### src/thms_pkg.sv
// Constants and types shared by the touch host mode select controller.
package thms_pkg;

    // Core clock rate in Hz.
    localparam int unsigned CLK_HZ            = 25000000;
    // Host bus release window while straps are sampled, in ms.
    localparam int unsigned BUS_RELEASE_MS    = 10;
    localparam int unsigned BUS_RELEASE_CYC   = (CLK_HZ / 1000) * BUS_RELEASE_MS;
    // Whole power-on sequence bound, in ms.
    localparam int unsigned POWER_ON_MS       = 350;
    localparam int unsigned POWER_ON_CYC      = (CLK_HZ / 1000) * POWER_ON_MS;
    // Width of the power-on counter.
    localparam int unsigned PWR_CNT_W         = 24;
    // Synchroniser depth; pin levels are valid this many counts after reset.
    localparam int unsigned SYNC_STAGES       = 2;
    // Strap codes for the protocol interface choice.
    localparam logic [2:0]  STRAP_SPI         = 3'h7;
    localparam logic [2:0]  STRAP_I2C         = 3'h3;
    // Reset values.
    localparam logic [2:0]  STRAP_RESET       = 3'h0;
    localparam logic [2:0]  KEY_OUT_RESET     = 3'h0;

    // Interface chosen at power-up.
    typedef enum logic [1:0] {
        THMS_IF_NONE,
        THMS_IF_SPI,
        THMS_IF_I2C
    } thms_if_t;

    // Power-on sequence states.
    typedef enum logic [2:0] {
        THMS_ST_INIT,
        THMS_ST_SAMPLE,
        THMS_ST_HELLO,
        THMS_ST_RUN,
        THMS_ST_SLEEP
    } thms_state_t;

endpackage

### src/thms_sync.sv
// Two-flip-flop synchroniser for a bundle of pin levels.
`timescale 1ns/1ps
module thms_sync #(
    parameter int unsigned WIDTH = 1
) (
    input  wire logic             clk,
    input  wire logic             rst_n,
    input  wire logic [WIDTH-1:0] d,
    output logic      [WIDTH-1:0] q
);

    logic [WIDTH-1:0] meta_reg;

    // The first stage feeds only the second stage.
    always_ff @(posedge clk or negedge rst_n) begin
        if (!rst_n) begin
            meta_reg <= '0;
            q        <= '0;
        end else begin
            meta_reg <= d;
            q        <= meta_reg;
        end
    end

endmodule

### src/thms_ctrl.sv
// Mode select, power-on, request line and pin reuse logic of the touch key controller.
// Operation
// Request line low while a packet waits, high when idle and ready.
// Mode strap low selects protocol mode controlled over the serial link.
// Mode strap high selects direct key mode at once, no configuration; here direct mode starts only when done_reg sets at the end of power-on.
// Direct key mode reads the three select pins as variant inputs.
// Protocol mode samples select pins at power-on to choose I2C or SPI.
// After choice, select pins become clock, data in and SPI data out.
// Power save input low sleeps the device, high resumes operation.
// After initialisation a ready announcement packet goes to the host.
// Host releases the shared lines for 10 ms during strap sampling.
// Power-on sequence completes within 350 ms.
// Extra key pins act as key inputs or status outputs by mode.
// All select pins high picks SPI; select 2 low, others high, I2C.
// Key change pulls request low; high again after the transfer ends.
// Interface choice latches once at power-up, held until next reset.
`timescale 1ns/1ps
module thms_ctrl
    import thms_pkg::*;
#(
    parameter int unsigned RELEASE_CYC = BUS_RELEASE_CYC,
    parameter int unsigned PWR_ON_CYC  = POWER_ON_CYC
) (
    input  wire logic       CLK,
    input  wire logic       RESET_N,
    input  wire logic       IO_PROTOCOL_SELECT,
    input  wire logic       POWER_SAVE_N,
    input  wire logic       INTERFACE_SELECT_0,
    input  wire logic       INTERFACE_SELECT_1,
    input  wire logic       INTERFACE_SELECT_2,
    output logic            INTERFACE_SELECT_2_OUT,
    output logic            INTERFACE_SELECT_2_OE,
    input  wire logic [2:0] TOUCH_KEY_INPUTS,
    input  wire logic [2:0] KEY_OR_STATUS_PINS_IN,
    output logic      [2:0] KEY_OR_STATUS_PINS_OUT,
    output logic      [2:0] KEY_OR_STATUS_PINS_OE,
    input  wire logic       KEY_EVENT,
    input  wire logic       TRANSFER_DONE,
    input  wire logic       SPI_SDO_DATA,
    input  wire logic [2:0] KEY_STATUS,
    output logic            HOST_REQUEST_N,
    output logic            READY_ANNOUNCE,
    output logic            PROTOCOL_MODE,
    output logic            DIRECT_KEY_MODE,
    output logic [2:0]      DIRECT_VARIANT,
    output logic            IF_SPI,
    output logic            IF_I2C,
    output logic            LINK_SCK,
    output logic            LINK_SDI,
    output logic            SLEEP,
    output logic            POWER_ON_DONE,
    output logic [5:0]      KEY_LEVELS
);

    // Counter span of the sampling window and the whole power-on bound.
    localparam logic [PWR_CNT_W-1:0] RELEASE_LAST = PWR_CNT_W'(RELEASE_CYC - 1);
    localparam logic [PWR_CNT_W-1:0] PWR_ON_LAST  = PWR_CNT_W'(PWR_ON_CYC - 1);
    // The mode strap is read only once the synchroniser holds a real pin level.
    localparam logic [PWR_CNT_W-1:0] SYNC_FILL    = PWR_CNT_W'(SYNC_STAGES);

    logic        rst_meta_reg;
    logic        rst_n_reg;
    logic        mode_s;
    logic        psave_s;
    logic [2:0]  sel_s;
    logic [2:0]  keys_s;
    logic [2:0]  xkeys_s;

    // Reset release is made synchronous so every flop leaves reset together.
    always_ff @(posedge CLK or negedge RESET_N) begin
        if (!RESET_N) begin
            rst_meta_reg <= 1'b0;
            rst_n_reg    <= 1'b0;
        end else begin
            rst_meta_reg <= 1'b1;
            rst_n_reg    <= rst_meta_reg;
        end
    end

    // All pin levels cross into the core clock through two flops.
    thms_sync #(.WIDTH(11)) u_sync (
        .clk   (CLK),
        .rst_n (rst_n_reg),
        .d     ({IO_PROTOCOL_SELECT, POWER_SAVE_N, INTERFACE_SELECT_2, INTERFACE_SELECT_1,
                 INTERFACE_SELECT_0, TOUCH_KEY_INPUTS, KEY_OR_STATUS_PINS_IN}),
        .q     ({mode_s, psave_s, sel_s, keys_s, xkeys_s})
    );

    // Strap decode shared by the sampling step.
    function automatic thms_if_t decode_if(input logic [2:0] sel);
        thms_if_t r;
        r = THMS_IF_NONE;
        if (sel == STRAP_SPI) begin
            r = THMS_IF_SPI;
        end else if (sel == STRAP_I2C) begin
            r = THMS_IF_I2C;
        end
        return r;
    endfunction

    thms_state_t            state_reg, state_next;
    logic [PWR_CNT_W-1:0]   cnt_reg, cnt_next;
    thms_if_t               if_reg, if_next;
    logic                   proto_reg, proto_next;
    logic                   pend_reg, pend_next;
    logic                   hello_reg, hello_next;
    logic                   done_reg, done_next;

    // Power-on sequence: init, strap sample, hello packet, then run or sleep.
    always_comb begin
        state_next = state_reg;
        cnt_next   = cnt_reg;
        if_next    = if_reg;
        proto_next = proto_reg;
        pend_next  = pend_reg;
        hello_next = 1'b0;
        done_next  = done_reg;
        if (cnt_reg != PWR_ON_LAST && !done_reg) begin
            cnt_next = cnt_reg + 1'b1;
        end
        case (state_reg)
            THMS_ST_INIT: begin
                // mode strap capture
                // The synchroniser still shows its reset level for the first
                // counts, which would always read as protocol mode.
                if (cnt_reg >= SYNC_FILL) begin
                    proto_next = ~mode_s;
                    state_next = THMS_ST_SAMPLE;
                end
            end
            THMS_ST_SAMPLE: begin
                // host release window
                if (cnt_reg >= RELEASE_LAST) begin
                    // latch interface once
                    if (proto_reg) begin
                        if_next = decode_if(sel_s);
                    end
                    state_next = THMS_ST_HELLO;
                end
            end
            THMS_ST_HELLO: begin
                // ready announcement closes power-on
                if (cnt_reg == PWR_ON_LAST) begin
                    hello_next = proto_reg;
                    pend_next  = proto_reg;
                    done_next  = 1'b1;
                    state_next = THMS_ST_RUN;
                end
            end
            THMS_ST_RUN: begin
                // sleep entry
                if (!psave_s) begin
                    state_next = THMS_ST_SLEEP;
                end
            end
            THMS_ST_SLEEP: begin
                // wake on release
                if (psave_s) begin
                    state_next = THMS_ST_RUN;
                end
            end
            default: state_next = THMS_ST_INIT;
        endcase
        // key change raises a request; set wins over transfer end.
        // The hello request also beats a transfer end in the same cycle.
        if ((state_reg == THMS_ST_RUN && proto_reg && KEY_EVENT) || hello_next) begin
            pend_next = 1'b1;
        end else if (TRANSFER_DONE) begin
            pend_next = 1'b0;
        end
    end

    always_ff @(posedge CLK or negedge rst_n_reg) begin
        if (!rst_n_reg) begin
            state_reg <= THMS_ST_INIT;
            cnt_reg   <= '0;
            if_reg    <= THMS_IF_NONE;
            proto_reg <= 1'b0;
            pend_reg  <= 1'b0;
            hello_reg <= 1'b0;
            done_reg  <= 1'b0;
        end else begin
            state_reg <= state_next;
            cnt_reg   <= cnt_next;
            if_reg    <= if_next;
            proto_reg <= proto_next;
            pend_reg  <= pend_next;
            hello_reg <= hello_next;
            done_reg  <= done_next;
        end
    end

    logic [2:0] variant_reg, variant_next;
    logic [2:0] kout_reg, kout_next;
    logic       sdo_reg, sdo_next;

    // Pin reuse: in direct mode select pins are variant inputs and extra
    // pins carry key status; in protocol mode extra pins are key inputs.
    always_comb begin
        // variant follows pins only in direct key mode
        variant_next = (!proto_reg && done_reg) ? sel_s : variant_reg;
        // status outputs only in direct key mode
        kout_next    = (!proto_reg && done_reg) ? KEY_STATUS : KEY_OUT_RESET;
        // SPI data out drives select 2 pin
        sdo_next     = (if_reg == THMS_IF_SPI) ? SPI_SDO_DATA : 1'b0;
    end

    always_ff @(posedge CLK or negedge rst_n_reg) begin
        if (!rst_n_reg) begin
            variant_reg <= STRAP_RESET;
            kout_reg    <= KEY_OUT_RESET;
            sdo_reg     <= 1'b0;
        end else begin
            variant_reg <= variant_next;
            kout_reg    <= kout_next;
            sdo_reg     <= sdo_next;
        end
    end

    // Outputs; the pin is released until the interface is SPI and power-on is done so the
    // strap level is never fought while it is being sampled.
    // request line from pending flag
    assign HOST_REQUEST_N         = ~pend_reg;
    assign READY_ANNOUNCE         = hello_reg;
    assign PROTOCOL_MODE          = proto_reg & done_reg;
    assign DIRECT_KEY_MODE        = ~proto_reg & done_reg;
    assign DIRECT_VARIANT         = variant_reg;
    assign IF_SPI                 = (if_reg == THMS_IF_SPI);
    assign IF_I2C                 = (if_reg == THMS_IF_I2C);
    // clock and data in routed from select pins
    assign LINK_SCK               = (if_reg != THMS_IF_NONE) ? sel_s[0] : 1'b0;
    assign LINK_SDI               = (if_reg != THMS_IF_NONE) ? sel_s[1] : 1'b0;
    assign INTERFACE_SELECT_2_OUT = sdo_reg;
    assign INTERFACE_SELECT_2_OE  = (if_reg == THMS_IF_SPI) & done_reg;
    assign KEY_OR_STATUS_PINS_OUT = kout_reg;
    assign KEY_OR_STATUS_PINS_OE  = {3{~proto_reg & done_reg}};
    assign SLEEP                  = (state_reg == THMS_ST_SLEEP);
    assign POWER_ON_DONE          = done_reg;
    assign KEY_LEVELS             = {(proto_reg ? xkeys_s : 3'h0), keys_s};

    // request low only in protocol mode
    chk_req_pending: assert property (@(posedge CLK) disable iff (!rst_n_reg)
        !HOST_REQUEST_N |-> PROTOCOL_MODE) else $error("request line low outside protocol mode");
    // key event in run raises request next cycle
    chk_key_request: assert property (@(posedge CLK) disable iff (!rst_n_reg)
        (state_reg == THMS_ST_RUN && proto_reg && KEY_EVENT) |=> !HOST_REQUEST_N)
        else $error("key change did not pull request low");
    // transfer end without a new request releases the line
    chk_req_release: assert property (@(posedge CLK) disable iff (!rst_n_reg)
        (TRANSFER_DONE && !KEY_EVENT && !hello_next) |=> HOST_REQUEST_N) else $error("request not released");
    // interface choice never changes after power-on
    chk_if_locked: assert property (@(posedge CLK) disable iff (!rst_n_reg)
        done_reg |=> $stable(if_reg)) else $error("interface choice changed");
    // SPI strap decodes to SPI
    chk_spi_decode: assert property (@(posedge CLK) disable iff (!rst_n_reg)
        (state_reg == THMS_ST_SAMPLE && state_next == THMS_ST_HELLO && proto_reg && sel_s == STRAP_SPI)
        |=> IF_SPI) else $error("SPI strap not decoded");
    // I2C strap decodes to I2C
    chk_i2c_decode: assert property (@(posedge CLK) disable iff (!rst_n_reg)
        (state_reg == THMS_ST_SAMPLE && state_next == THMS_ST_HELLO && proto_reg && sel_s == STRAP_I2C)
        |=> IF_I2C) else $error("I2C strap not decoded");
    // direct mode has no serial interface
    chk_direct_noif: assert property (@(posedge CLK) disable iff (!rst_n_reg)
        DIRECT_KEY_MODE |-> (if_reg == THMS_IF_NONE)) else $error("direct mode picked an interface");
    // mode level follows the captured strap
    chk_mode_capture: assert property (@(posedge CLK) disable iff (!rst_n_reg)
        (state_reg == THMS_ST_INIT && state_next == THMS_ST_SAMPLE) |=> (proto_reg == !$past(mode_s)))
        else $error("mode strap not captured");
    // hello pulse lasts one cycle and comes with completion
    chk_hello_pulse: assert property (@(posedge CLK) disable iff (!rst_n_reg)
        READY_ANNOUNCE |-> done_reg ##1 !READY_ANNOUNCE) else $error("hello pulse malformed");
    // hello only in protocol mode
    chk_hello_proto: assert property (@(posedge CLK) disable iff (!rst_n_reg)
        READY_ANNOUNCE |-> PROTOCOL_MODE) else $error("hello outside protocol mode");
    // power-on ends by the bound
    chk_power_bound: assert property (@(posedge CLK) disable iff (!rst_n_reg)
        (cnt_reg == PWR_ON_LAST) |-> ##[0:2] done_reg) else $error("power-on overran");
    // sleep follows power save low on the next cycle
    chk_sleep_entry: assert property (@(posedge CLK) disable iff (!rst_n_reg)
        (state_reg == THMS_ST_RUN && !psave_s) |=> SLEEP) else $error("sleep not entered");
    // wake follows power save high on the next cycle
    chk_sleep_wake: assert property (@(posedge CLK) disable iff (!rst_n_reg)
        (state_reg == THMS_ST_SLEEP && psave_s) |=> !SLEEP) else $error("sleep not left");
    // no new request while asleep
    chk_sleep_quiet: assert property (@(posedge CLK) disable iff (!rst_n_reg)
        (SLEEP && HOST_REQUEST_N) |=> HOST_REQUEST_N) else $error("request raised while asleep");
    // select 2 driven only as SPI output
    chk_sdo_drive: assert property (@(posedge CLK) disable iff (!rst_n_reg)
        INTERFACE_SELECT_2_OE |-> IF_SPI) else $error("select 2 driven outside SPI");
    // SPI data reaches select 2 a cycle later
    chk_sdo_follow: assert property (@(posedge CLK) disable iff (!rst_n_reg)
        IF_SPI |=> (INTERFACE_SELECT_2_OUT == $past(SPI_SDO_DATA))) else $error("SPI data not on select 2");
    // variant follows the select pins
    chk_variant_follow: assert property (@(posedge CLK) disable iff (!rst_n_reg)
        DIRECT_KEY_MODE |=> (DIRECT_VARIANT == $past(sel_s))) else $error("variant does not follow pins");
    // status pins carry key status
    chk_status_out: assert property (@(posedge CLK) disable iff (!rst_n_reg)
        DIRECT_KEY_MODE |=> (KEY_OR_STATUS_PINS_OUT == $past(KEY_STATUS))) else $error("key status not driven");
    // extra pins stay inputs
    chk_status_off: assert property (@(posedge CLK) disable iff (!rst_n_reg)
        PROTOCOL_MODE |-> (KEY_OR_STATUS_PINS_OE == 3'h0)) else $error("extra pins driven in protocol mode");

endmodule

### config.mk
export PLATFORM = sky130hd
export DESIGN_NAME = thms_ctrl
export DESIGN_NICKNAME = d
export VERILOG_FILES = /design/src/thms_pkg.sv /design/src/thms_sync.sv /design/src/thms_ctrl.sv
export SDC_FILE = /design/constraint.sdc
export NUM_CORES = 1
export LEC_CHECK = 0
export ABC_AREA = 1
export BUFFER_PORTS_ARGS = -buffer_cell sky130_fd_sc_hd__buf_2
export CORE_UTILIZATION = 36
export CTS_BUF_LIST = sky130_fd_sc_hd__clkbuf_16
export DETAILED_ROUTE_END_ITERATION = 16
export GPL_ROUTABILITY_DRIVEN = 0
export PLACE_DENSITY = 0.63
export SYNTH_ARGS = -nofsm -noshare
export SYNTH_HDL_FRONTEND = slang
export SYNTH_SLANG_ARGS = --single-unit
### constraint.sdc
create_clock -name CLK -period 2.3 [get_ports CLK]
set_input_delay 0.115 -clock CLK [delete_from_list [all_inputs] [get_ports CLK]]
set_output_delay 0.115 -clock CLK [all_outputs]
set_load 0.05 [all_outputs]
Yosys cells after proc, flatten, opt, wreduce, memory -nomap -nowiden

Cells that the tools add are included.
W data, S select, Z words.

Input bits: 19
Register bits: 64
Output and inout port bits: 27
Logic and storage cells: 73

Mux-type cells: 19
Bitwise logic cells: 6
Magnitude comparators: 2
Reductions and logical operators: 16
Add/sub/neg operators: 1
Equal/unequal tests: 15

Operator list:

| kind                    | count |
|---|---|
| $add A24 B1 Y24 const B | 1 |
| $eq A24 B24 Y1 const B  | 1 |
| $ge A24 B18 Y1 const B  | 1 |
| $ge A24 B2 Y1 const B   | 1 |
| $ne A24 B24 Y1 const B  | 1 |
| $mux W3                 | 7 |
| $pmux W3 S5             | 1 |
| $eq A3 B2 Y1 const B    | 3 |
| $mux W1                 | 9 |
| $ne A2 B2 Y1 const B    | 4 |
| $eq A3 B3 Y1 const B    | 2 |
| $reduce_and A2 Y1       | 3 |
| $reduce_bool A3 Y1      | 2 |
| $reduce_and A5 Y1       | 1 |
| $logic_and A1 B1 Y1     | 4 |
| $mux W2                 | 2 |
| $and A1 B1 Y1           | 3 |
| $eq A3 B1 Y1 const B    | 1 |
| $logic_not A3 Y1        | 1 |
| $not A1 Y1              | 3 |
| $reduce_and A3 Y1       | 1 |
| $eq A2 B1 Y1 const B    | 1 |
| $eq A2 B2 Y1 const B    | 1 |
| $logic_not A1 Y1        | 2 |
| other kinds (3)         | 3 |

Depth between registers and ports, before layout

Gate-level depths: netlist of run 1.

Depth after elaboration: 6
Gate-level depth with buffers: 11
Depth with buffers taken out: 11

By module

A second synthesis of run 1 with hierarchy kept.

Cell total of the unflattened synthesis: 375
Area total of the unflattened synthesis: 3,093.0 um2

By module, submodules not included:

| module    | area each (um2) | seq. area each (um2) | cells each | times used |
|---|---|---|---|---|
| thms_ctrl | 2,542.4         | 1,051.0              | 353        | 1 |
| thms_sync | 550.5           | 550.5                | 22         | 1 |

Worst setup path before layout of run 1

No wires, ideal clock.

Path kind: register to register
Start: reg state_reg[0]
End: reg state_reg[0]
Setup slack: 18 ps
Stages on the path, launching flop included: 9
Library setup time: 117 ps
Arrival: 2,165 ps
Clock period less this slack: 2,282 ps
Path through: dfrtp_1 -> nor3_1 -> nand2_1 -> o21ai_0 -> inv_1 -> nand2_1 -> nor2_4 -> nand3_1 -> nand2_1

Word-level cells in the longest chain between the ends: 3

RTL lines:

| element                            | line             | source |
|---|---|---|
| start, declared                    | thms_ctrl.sv:101 | `thms_state_t state_reg, state_next;` |
| start signal, assigned             | thms_ctrl.sv:183 | `state_reg <= state_next;` |
| $eq A3 B3 Y1 *                     | -                |  |
| net SLEEP                          | thms_ctrl.sv:50  | `output logic SLEEP,` |
| $ne A2 B1 Y1 (no source line)      | -                |  |
| $reduce_and A5 Y1 (no source line) | -                |  |

The timed path passes the listed nets; every way through them passes the cells marked *.
A chain may end at the register's enable or synchronous reset.

Worst setup path after layout of run 1

Start: reg cnt_reg[1]
End: reg cnt_reg[4]

Word-level cells in the longest chain between the ends: 2

RTL lines:

| element                                                                 | line             | source |
|---|---|---|
| start, declared                                                         | thms_ctrl.sv:102 | `logic [PWR_CNT_W-1:0] cnt_reg, cnt_next;` |
| start signal, assigned                                                  | thms_ctrl.sv:184 | `cnt_reg <= cnt_next;` |
| parallel branches: the longest is 2 deep, another holds $add A24 B1 Y24 | -                |  |

Parallel ways; which one is timed is not known.

==> summary.md, run 1 <==
| Metric | Value |
|---|---|
| # Max-Cap Violations | `0` |
| Total power | `2730 uW` |
| Max Fanout on Critical Path | `17` |
| Layout cell share with drive strength beyond 1 | `16.3%` |
| Max reg flops | `24` |
| Starting density of the core | `37.3%` |
| Cells after Synth | `381` |
| Die H | `94.5 um` |
| Drt pass-1 iters | `4` |
| Combinational share of power | `3.1%` |
| Total track usage | `17.4%` |
| Final WL | `6740 um` |
| Worst path depth | `9` |
| R2R depth | `9` |
| Syn Area/Cell | `8.09 um2` |
| Post-synthesis adder-cell area fraction | `0.812%` |
| Vias in the first global route | `2567` |
| Register bit total from synthesis | `64` |
| Wirelength per Cell | `12.2 um` |
| Final Skew | `0.00998 ns` |
| Crit-path leading delay family | `simple AND/OR/NAND/NOR gates` |
| Most used cell along the critical path | `nor2_2` |
| Hold Fails Final Rpt | `0` |
| Final Max Slew Viols | `0` |
| Num rows | `33` |
| TritonCTS clock tree | `built` |
| RSZ-0062 raised after global routing | `false` |
| Post-synth cell types | `29` |
| Antenna diodes | `0` |
| Synth Net Count | `402` |
| Fin crit share | `86.0%` |
| Sequential fraction of the synthesis area | `52.0%` |
| Largest family of logic cells by synthesized area | `simple AND/OR/NAND/NOR gates` |
| Setup Crit Path Kind | `reg -> reg` |
| Net count, final | `464` |
| Simple-gate share of the synthesized area | `29.5%` |
| Worst Setup Start Kind | `flop` |
| Asr flop ratio synth | `100%` |
| Port buffer count | `45` |
| Warnings from Yosys | `0` |
| VDD IR max | `0.000421 V` |
| Worst Hold Class | `in -> reg` |
| Flop pwr share | `42.7%` |
| Main synth FF type | `dfrtp_1` |
| Die Area | `8930 um2` |
| Slowest cell delay on critical path | `0.44 ns` |
| First-pass GRT wire length | `11700 um` |
| Synth Area in XOR/XNOR | `5.36%` |
| NetSw | `587 uW` |
| H-tree Lvls | `3` |
| Grt total ovfl | `0` |
| Slowest CP cell | `dfrtp_1` |
| Largest net degree at the start of global routing | `44` |
| Post-CTS Setup Inserts | `0` |
| Fmax | `506 MHz` |
| Multiplexer share of the synthesized area | `0%` |
| Crit end category | `flop` |
| Core Area | `8260 um2` |
| Via/cell ratio | `4.64` |
| Compound-cell area share of the yosys netlist | `3.45%` |
| DIE WIDTH | `94.5 um` |
| Setup violators final | `0` |
| Pint | `2140 uW` |
| Final TNS setup | `0 ns` |
| Critical Path AT | `2.19 ns` |
| Final critical path time including I/O delays and setup | `1.98 ns` |
| Crit path buffers/inverters | `1` |
| Switching Share | `21.5%` |
| Io pins | `46` |
| Power density over the cells | `707 nW/um2` |
| Clk Latency, worst-skew pair | `0.34 ns` |
| Worst Path Required | `2.52 ns` |
| Synthesized cell area | `3080 um2` |
| Antenna violations before repair | `0` |
| Via Count | `2564` |
| P_leak | `0.00194 uW` |
| Clock Power Share | `54.2%` |
| Post-synth EDFFs | `0` |
| Outcome | `completed` |
| Antenna Nets Post-Route | `0` |
| Final HPWL DP | `4930 um` |
| WHS Path Cells | `4` |
| Clk buf depth | `2` |
| Crit-path cells | `ha_1 > nand3_2 > nor2_2 > nand3b_1 > nor2_2 > nor2_4 > inv_2 > o21ai_0 > nand2_1` |
| CTS buffer count | `9` |
| Area grow syn2layout | `25.3%` |
| # DRC | `0` |
| Clk slew on worst S/H paths | `0.06 ns` |
| CTS root buffer | `clkbuf_16` |
| DRT iter0 DRCs | `265` |
| Reg2reg setup slack | `0.32 ns` |
| Clock sink count | `64` |
[metal layers]
layer,GRT usage [%],vias to the layer above,part of all wire [%]
li1,-,1295,-
met3,5.07,18,6.1
met1,22.7,1180,45
met5,0,-,0
met2,26.5,71,46
met4,8.08,0,2.4
[layout make-up]
class / instances / area [um2]
fillers: 794 / 4400
multi-input cells: 256 / 1210
flip-flops and latches: 64 / 1600
inverters: 50 / 188
repair buffers: 62 / 403
clock buffers: 9 / 225
well taps: 105 / 131
clock inverters: 7 / 101
[cell usage in the layout (no fill, tap or decap), types with 2 or more instances in the layout]
cell type,count
nand2_1,110
dfrtp_1,63
nor2_1,53
inv_1,49
buf_2,45
nand3_1,17
nor3_1,16
dlygate4sd3_1,15
o21ai_0,14
xor2_1,13
clkbuf_16,9
nand4_1,8
a21oi_1,5
xnor2_1,4
nor2_2,2
nor2_4,2
ha_1,2
clkinvlp_4,2
inv_6,2
bufinv_16,2
[power groups by stage]
stage	Combinational [uW]	Clock [uW]	Sequential (uW)
after global routing	95.2	1570	1170
final	85.9	1480	1160
after CTS	87.6	1510	1170
after detailed placement	67.7	0	1190
after floorplan	33.5	0	1190
after global placement	67.1	0	1180
[Yosys cell counts (2+ instances only)]
| cell | instances | share of area [%] |
|---|---|---|
| nand2_1 | 110 | 13 |
| dfrtp_1 | 64 | 52 |
| nor2_1 | 53 | 6.5 |
| inv_1 | 49 | 6.0 |
| nand3_1 | 17 | 2.8 |
| nor3_1 | 16 | 2.6 |
| o21ai_0 | 14 | 2.3 |
| xor2_1 | 13 | 3.7 |
| nand4_1 | 8 | 1.6 |
| buf_4 | 6 | 1.5 |
| a21oi_1 | 5 | 0.81 |
| xnor2_1 | 4 | 1.1 |
| buf_2 | 2 | 0.32 |
| buf_6 | 2 | 0.73 |
| ha_1 | 2 | 0.81 |
| nor2_2 | 2 | 0.41 |
| nor2_4 | 2 | 0.73 |
[kinds of logic after synthesis]
family | count (synthesis)
simple gates | 214
flops | 64
buf+inv | 61
compound gates | 21
xor+xnor | 18
fa+ha+maj | 2
other cells | 1
[repair_timing]
action,in CTS,in global routing
hold buffers,15,0
resized for setup,0,0
hold endpoints to repair,16,0
[stage by stage]
stage	setup slack [ns]	area [um2]	hold slack [ns]	std cells	util, %
after detailed placement	0.330	3380	-0.0964	522	41.0
after CTS	0.317	3860	0.0329	553	46.8
after global placement	0.439	3380	-0.0976	522	41.0
after floorplan	0.0181	3080	-0.181	381	-
after global routing	0.131	3860	0.0307	553	46.8
final	0.323	3860	0.0275	553	46.8
[tightest hold or removal path, cell delays in order]
cell     delay [ns]
buf_2          0.07
nor2_1         0.04
nand2_1        0.05
nand2_1        0.05
[path summary, 6_finish.rpt]
check | startpoint | to
min | TRANSFER_DONE | pend_reg
min reg2reg | rst_n_reg | cnt_reg[21]
max | cnt_reg[1] | cnt_reg[4]
max reg2reg | cnt_reg[1] | cnt_reg[4]
min in group asynchronous | RESET_N | rst_n_reg
max in group asynchronous | rst_n_reg | cnt_reg[16]
Note: power is estimated with default switching activity, not from simulation.
==> run 2: changes to the inputs <==
==> constraint.sdc (replaced) <==
create_clock -name CLK -period 2.3 [get_ports CLK]
set_input_delay 0.69 -clock CLK [delete_from_list [all_inputs] [get_ports CLK]]
set_output_delay 0.69 -clock CLK [all_outputs]
set_load 0.05 [all_outputs]
==> summary.md, run 2 (synthesized netlist as in run 1, its figures left out) <==
| Metric | Value |
|---|---|
| Outcome | `completed` |
| Port buffer count | `45` |
| Die H | `94.5 um` |
| Worst Path Required | `1.61 ns` |
| Core Area | `8260 um2` |
| Via/cell ratio | `4.61` |
| Post-DP Area | `3400 um2` |
| First-pass GRT wire length | `11300 um` |
| Clk Latency, worst-skew pair | `0.33 ns` |
| Combinational share of power | `2.3%` |
| DRT iter0 DRCs | `160` |
| Grt total ovfl | `0` |
| Total power | `2720 uW` |
| Clk slew on worst S/H paths | `0.06 ns` |
| Via Count | `2484` |
| Die Area | `8930 um2` |
| # DRC | `0` |
| CTS buffer count | `9` |
| Antenna diodes | `0` |
| Vias in the first global route | `2474` |
| CTS root buffer | `clkbuf_16` |
| Post-route cell area | `3730 um2` |
| Power density over the cells | `728 nW/um2` |
| Final Skew | `0.0100 ns` |
| Worst Setup Start Kind | `flop` |
| Fmax | `473 MHz` |
| Antenna violations before repair | `0` |
| Critical Path AT | `1.43 ns` |
| Reg2reg setup slack | `0.31 ns` |
| Crit end category | `output pin` |
| Hold Fails Final Rpt | `0` |
| RSZ-0062 raised after global routing | `false` |
| Starting density of the core | `37.3%` |
| Max reg flops | `24` |
| Total track usage | `16.8%` |
| Final HPWL DP | `4980 um` |
| Final Max Slew Viols | `0` |
| Post-CTS sizing | `0` |
| Setup Crit Path Kind | `reg -> out` |
| # Max-Cap Violations | `0` |
| Area grow syn2layout | `21.2%` |
| Fin crit share | `92.0%` |
| Leading cell type in the layout, fill and taps excluded | `nand2_1` |
| TritonCTS clock tree | `built` |
| Final WL | `6640 um` |
| Wirelength per Cell | `12.3 um` |
| Clock Power Share | `54.7%` |
| P_leak | `0.00189 uW` |
| Final critical path time including I/O delays and setup | `2.12 ns` |
| Capturing point of the worst reg2reg path | `cnt_reg[6]` |
| Layout cell share with drive strength beyond 1 | `17.5%` |
| Num rows | `33` |
| VDD IR max | `0.000311 V` |
| Drt pass-1 iters | `4` |
| Setup violators final | `0` |
| Slew margin rel. | `58.5%` |
| R2R depth | `9` |
| Post-CTS Setup Inserts | `0` |
| Clk buf depth | `2` |
| Worst Max-Slew Pin Slew | `0.622 ns` |
| DIE WIDTH | `94.5 um` |
| Largest net degree at the start of global routing | `37` |
| Io pins | `46` |
| NetSw | `587 uW` |
| Fin util | `45.2%` |
| Most frequent cells in the layout | `110 x nand2_1, 63 x dfrtp_1, 52 x nor2_1` |
| H-tree Lvls | `3` |
| Antenna Nets Post-Route | `0` |
| Net count, final | `450` |
| Hold Slack | `0.141 ns` |
| Final TNS setup | `0 ns` |
| Worst Hold Class | `in -> async` |
| RR Startpoint | `cnt_reg[1]` |
| Switching Share | `21.6%` |
| Hold Buf Count CTS | `0` |
| Flop pwr share | `42.9%` |
| Pint | `2130 uW` |
| Max Fanout on Critical Path | `7` |
| Clock sink count | `64` |
[run 2: changes by cell type in the layout (fill, tap and decap cells not counted), sizes merged]
cell,change
clkinvlp,-1
dlygate4sd3,-15
buf,+1
inv,+1
[run 2: routing by layer]
metal | GRT usage, % | wire (um) | vias to the layer above
met4 | 5.81 | 105 | 0
met3 | 4.91 | 395 | 9
met5 | 0 | 0 | -
li1 | - | - | 1266
met1 | 21.7 | 2970 | 1148
met2 | 26.9 | 3170 | 61
[run 2: how the worst max path moves through the flow]
stage | start | end | slack, ns
5_1_grt | cnt_reg[1] | cnt_reg[10] | 0.08
2_1_floorplan | state_reg[0] | SLEEP | 0.01
6_report | state_reg[0] | SLEEP | 0.18
3_3_place_gp | cnt_reg[0] | cnt_reg[4] | 0.39
4_1_cts | state_reg[0] | SLEEP | 0.18
3_5_place_dp | cnt_reg[0] | cnt_reg[13] | 0.36
[run 2: cell type report]
class                      count  area (um2)
timing repair buffer          48         260
clock buffer                   9         225
sequential                    64        1600
tap                          105         131
fill                         825        4530
clock inverter                 7         103
multi-input combinational    256        1220
inverter                      50         188
[run 2: worst max-delay path: stages, from the launching register on]
cell and delay, ns:
dfrtp_1 0.44, nor3_1 0.33, buf_2 0.33
[run 2: metrics by stage]
stage / worst slack [ns] / instances
floorplan: 0.0150 / 381
global placement: 0.385 / 523
CTS: 0.177 / 539
detailed placement: 0.356 / 523
global route: 0.0777 / 539
finish: 0.185 / 539
[run 2: power by group through the flow]
stage / combinational, uW / sequential (uW) / clock [uW]
after global placement: 64.4 / 1190 / 0
final: 63.7 / 1170 / 1490
after detailed placement: 65.4 / 1190 / 0
after global routing: 71.3 / 1170 / 1580
after floorplan: 33.5 / 1190 / 0
after CTS: 65.7 / 1170 / 1510
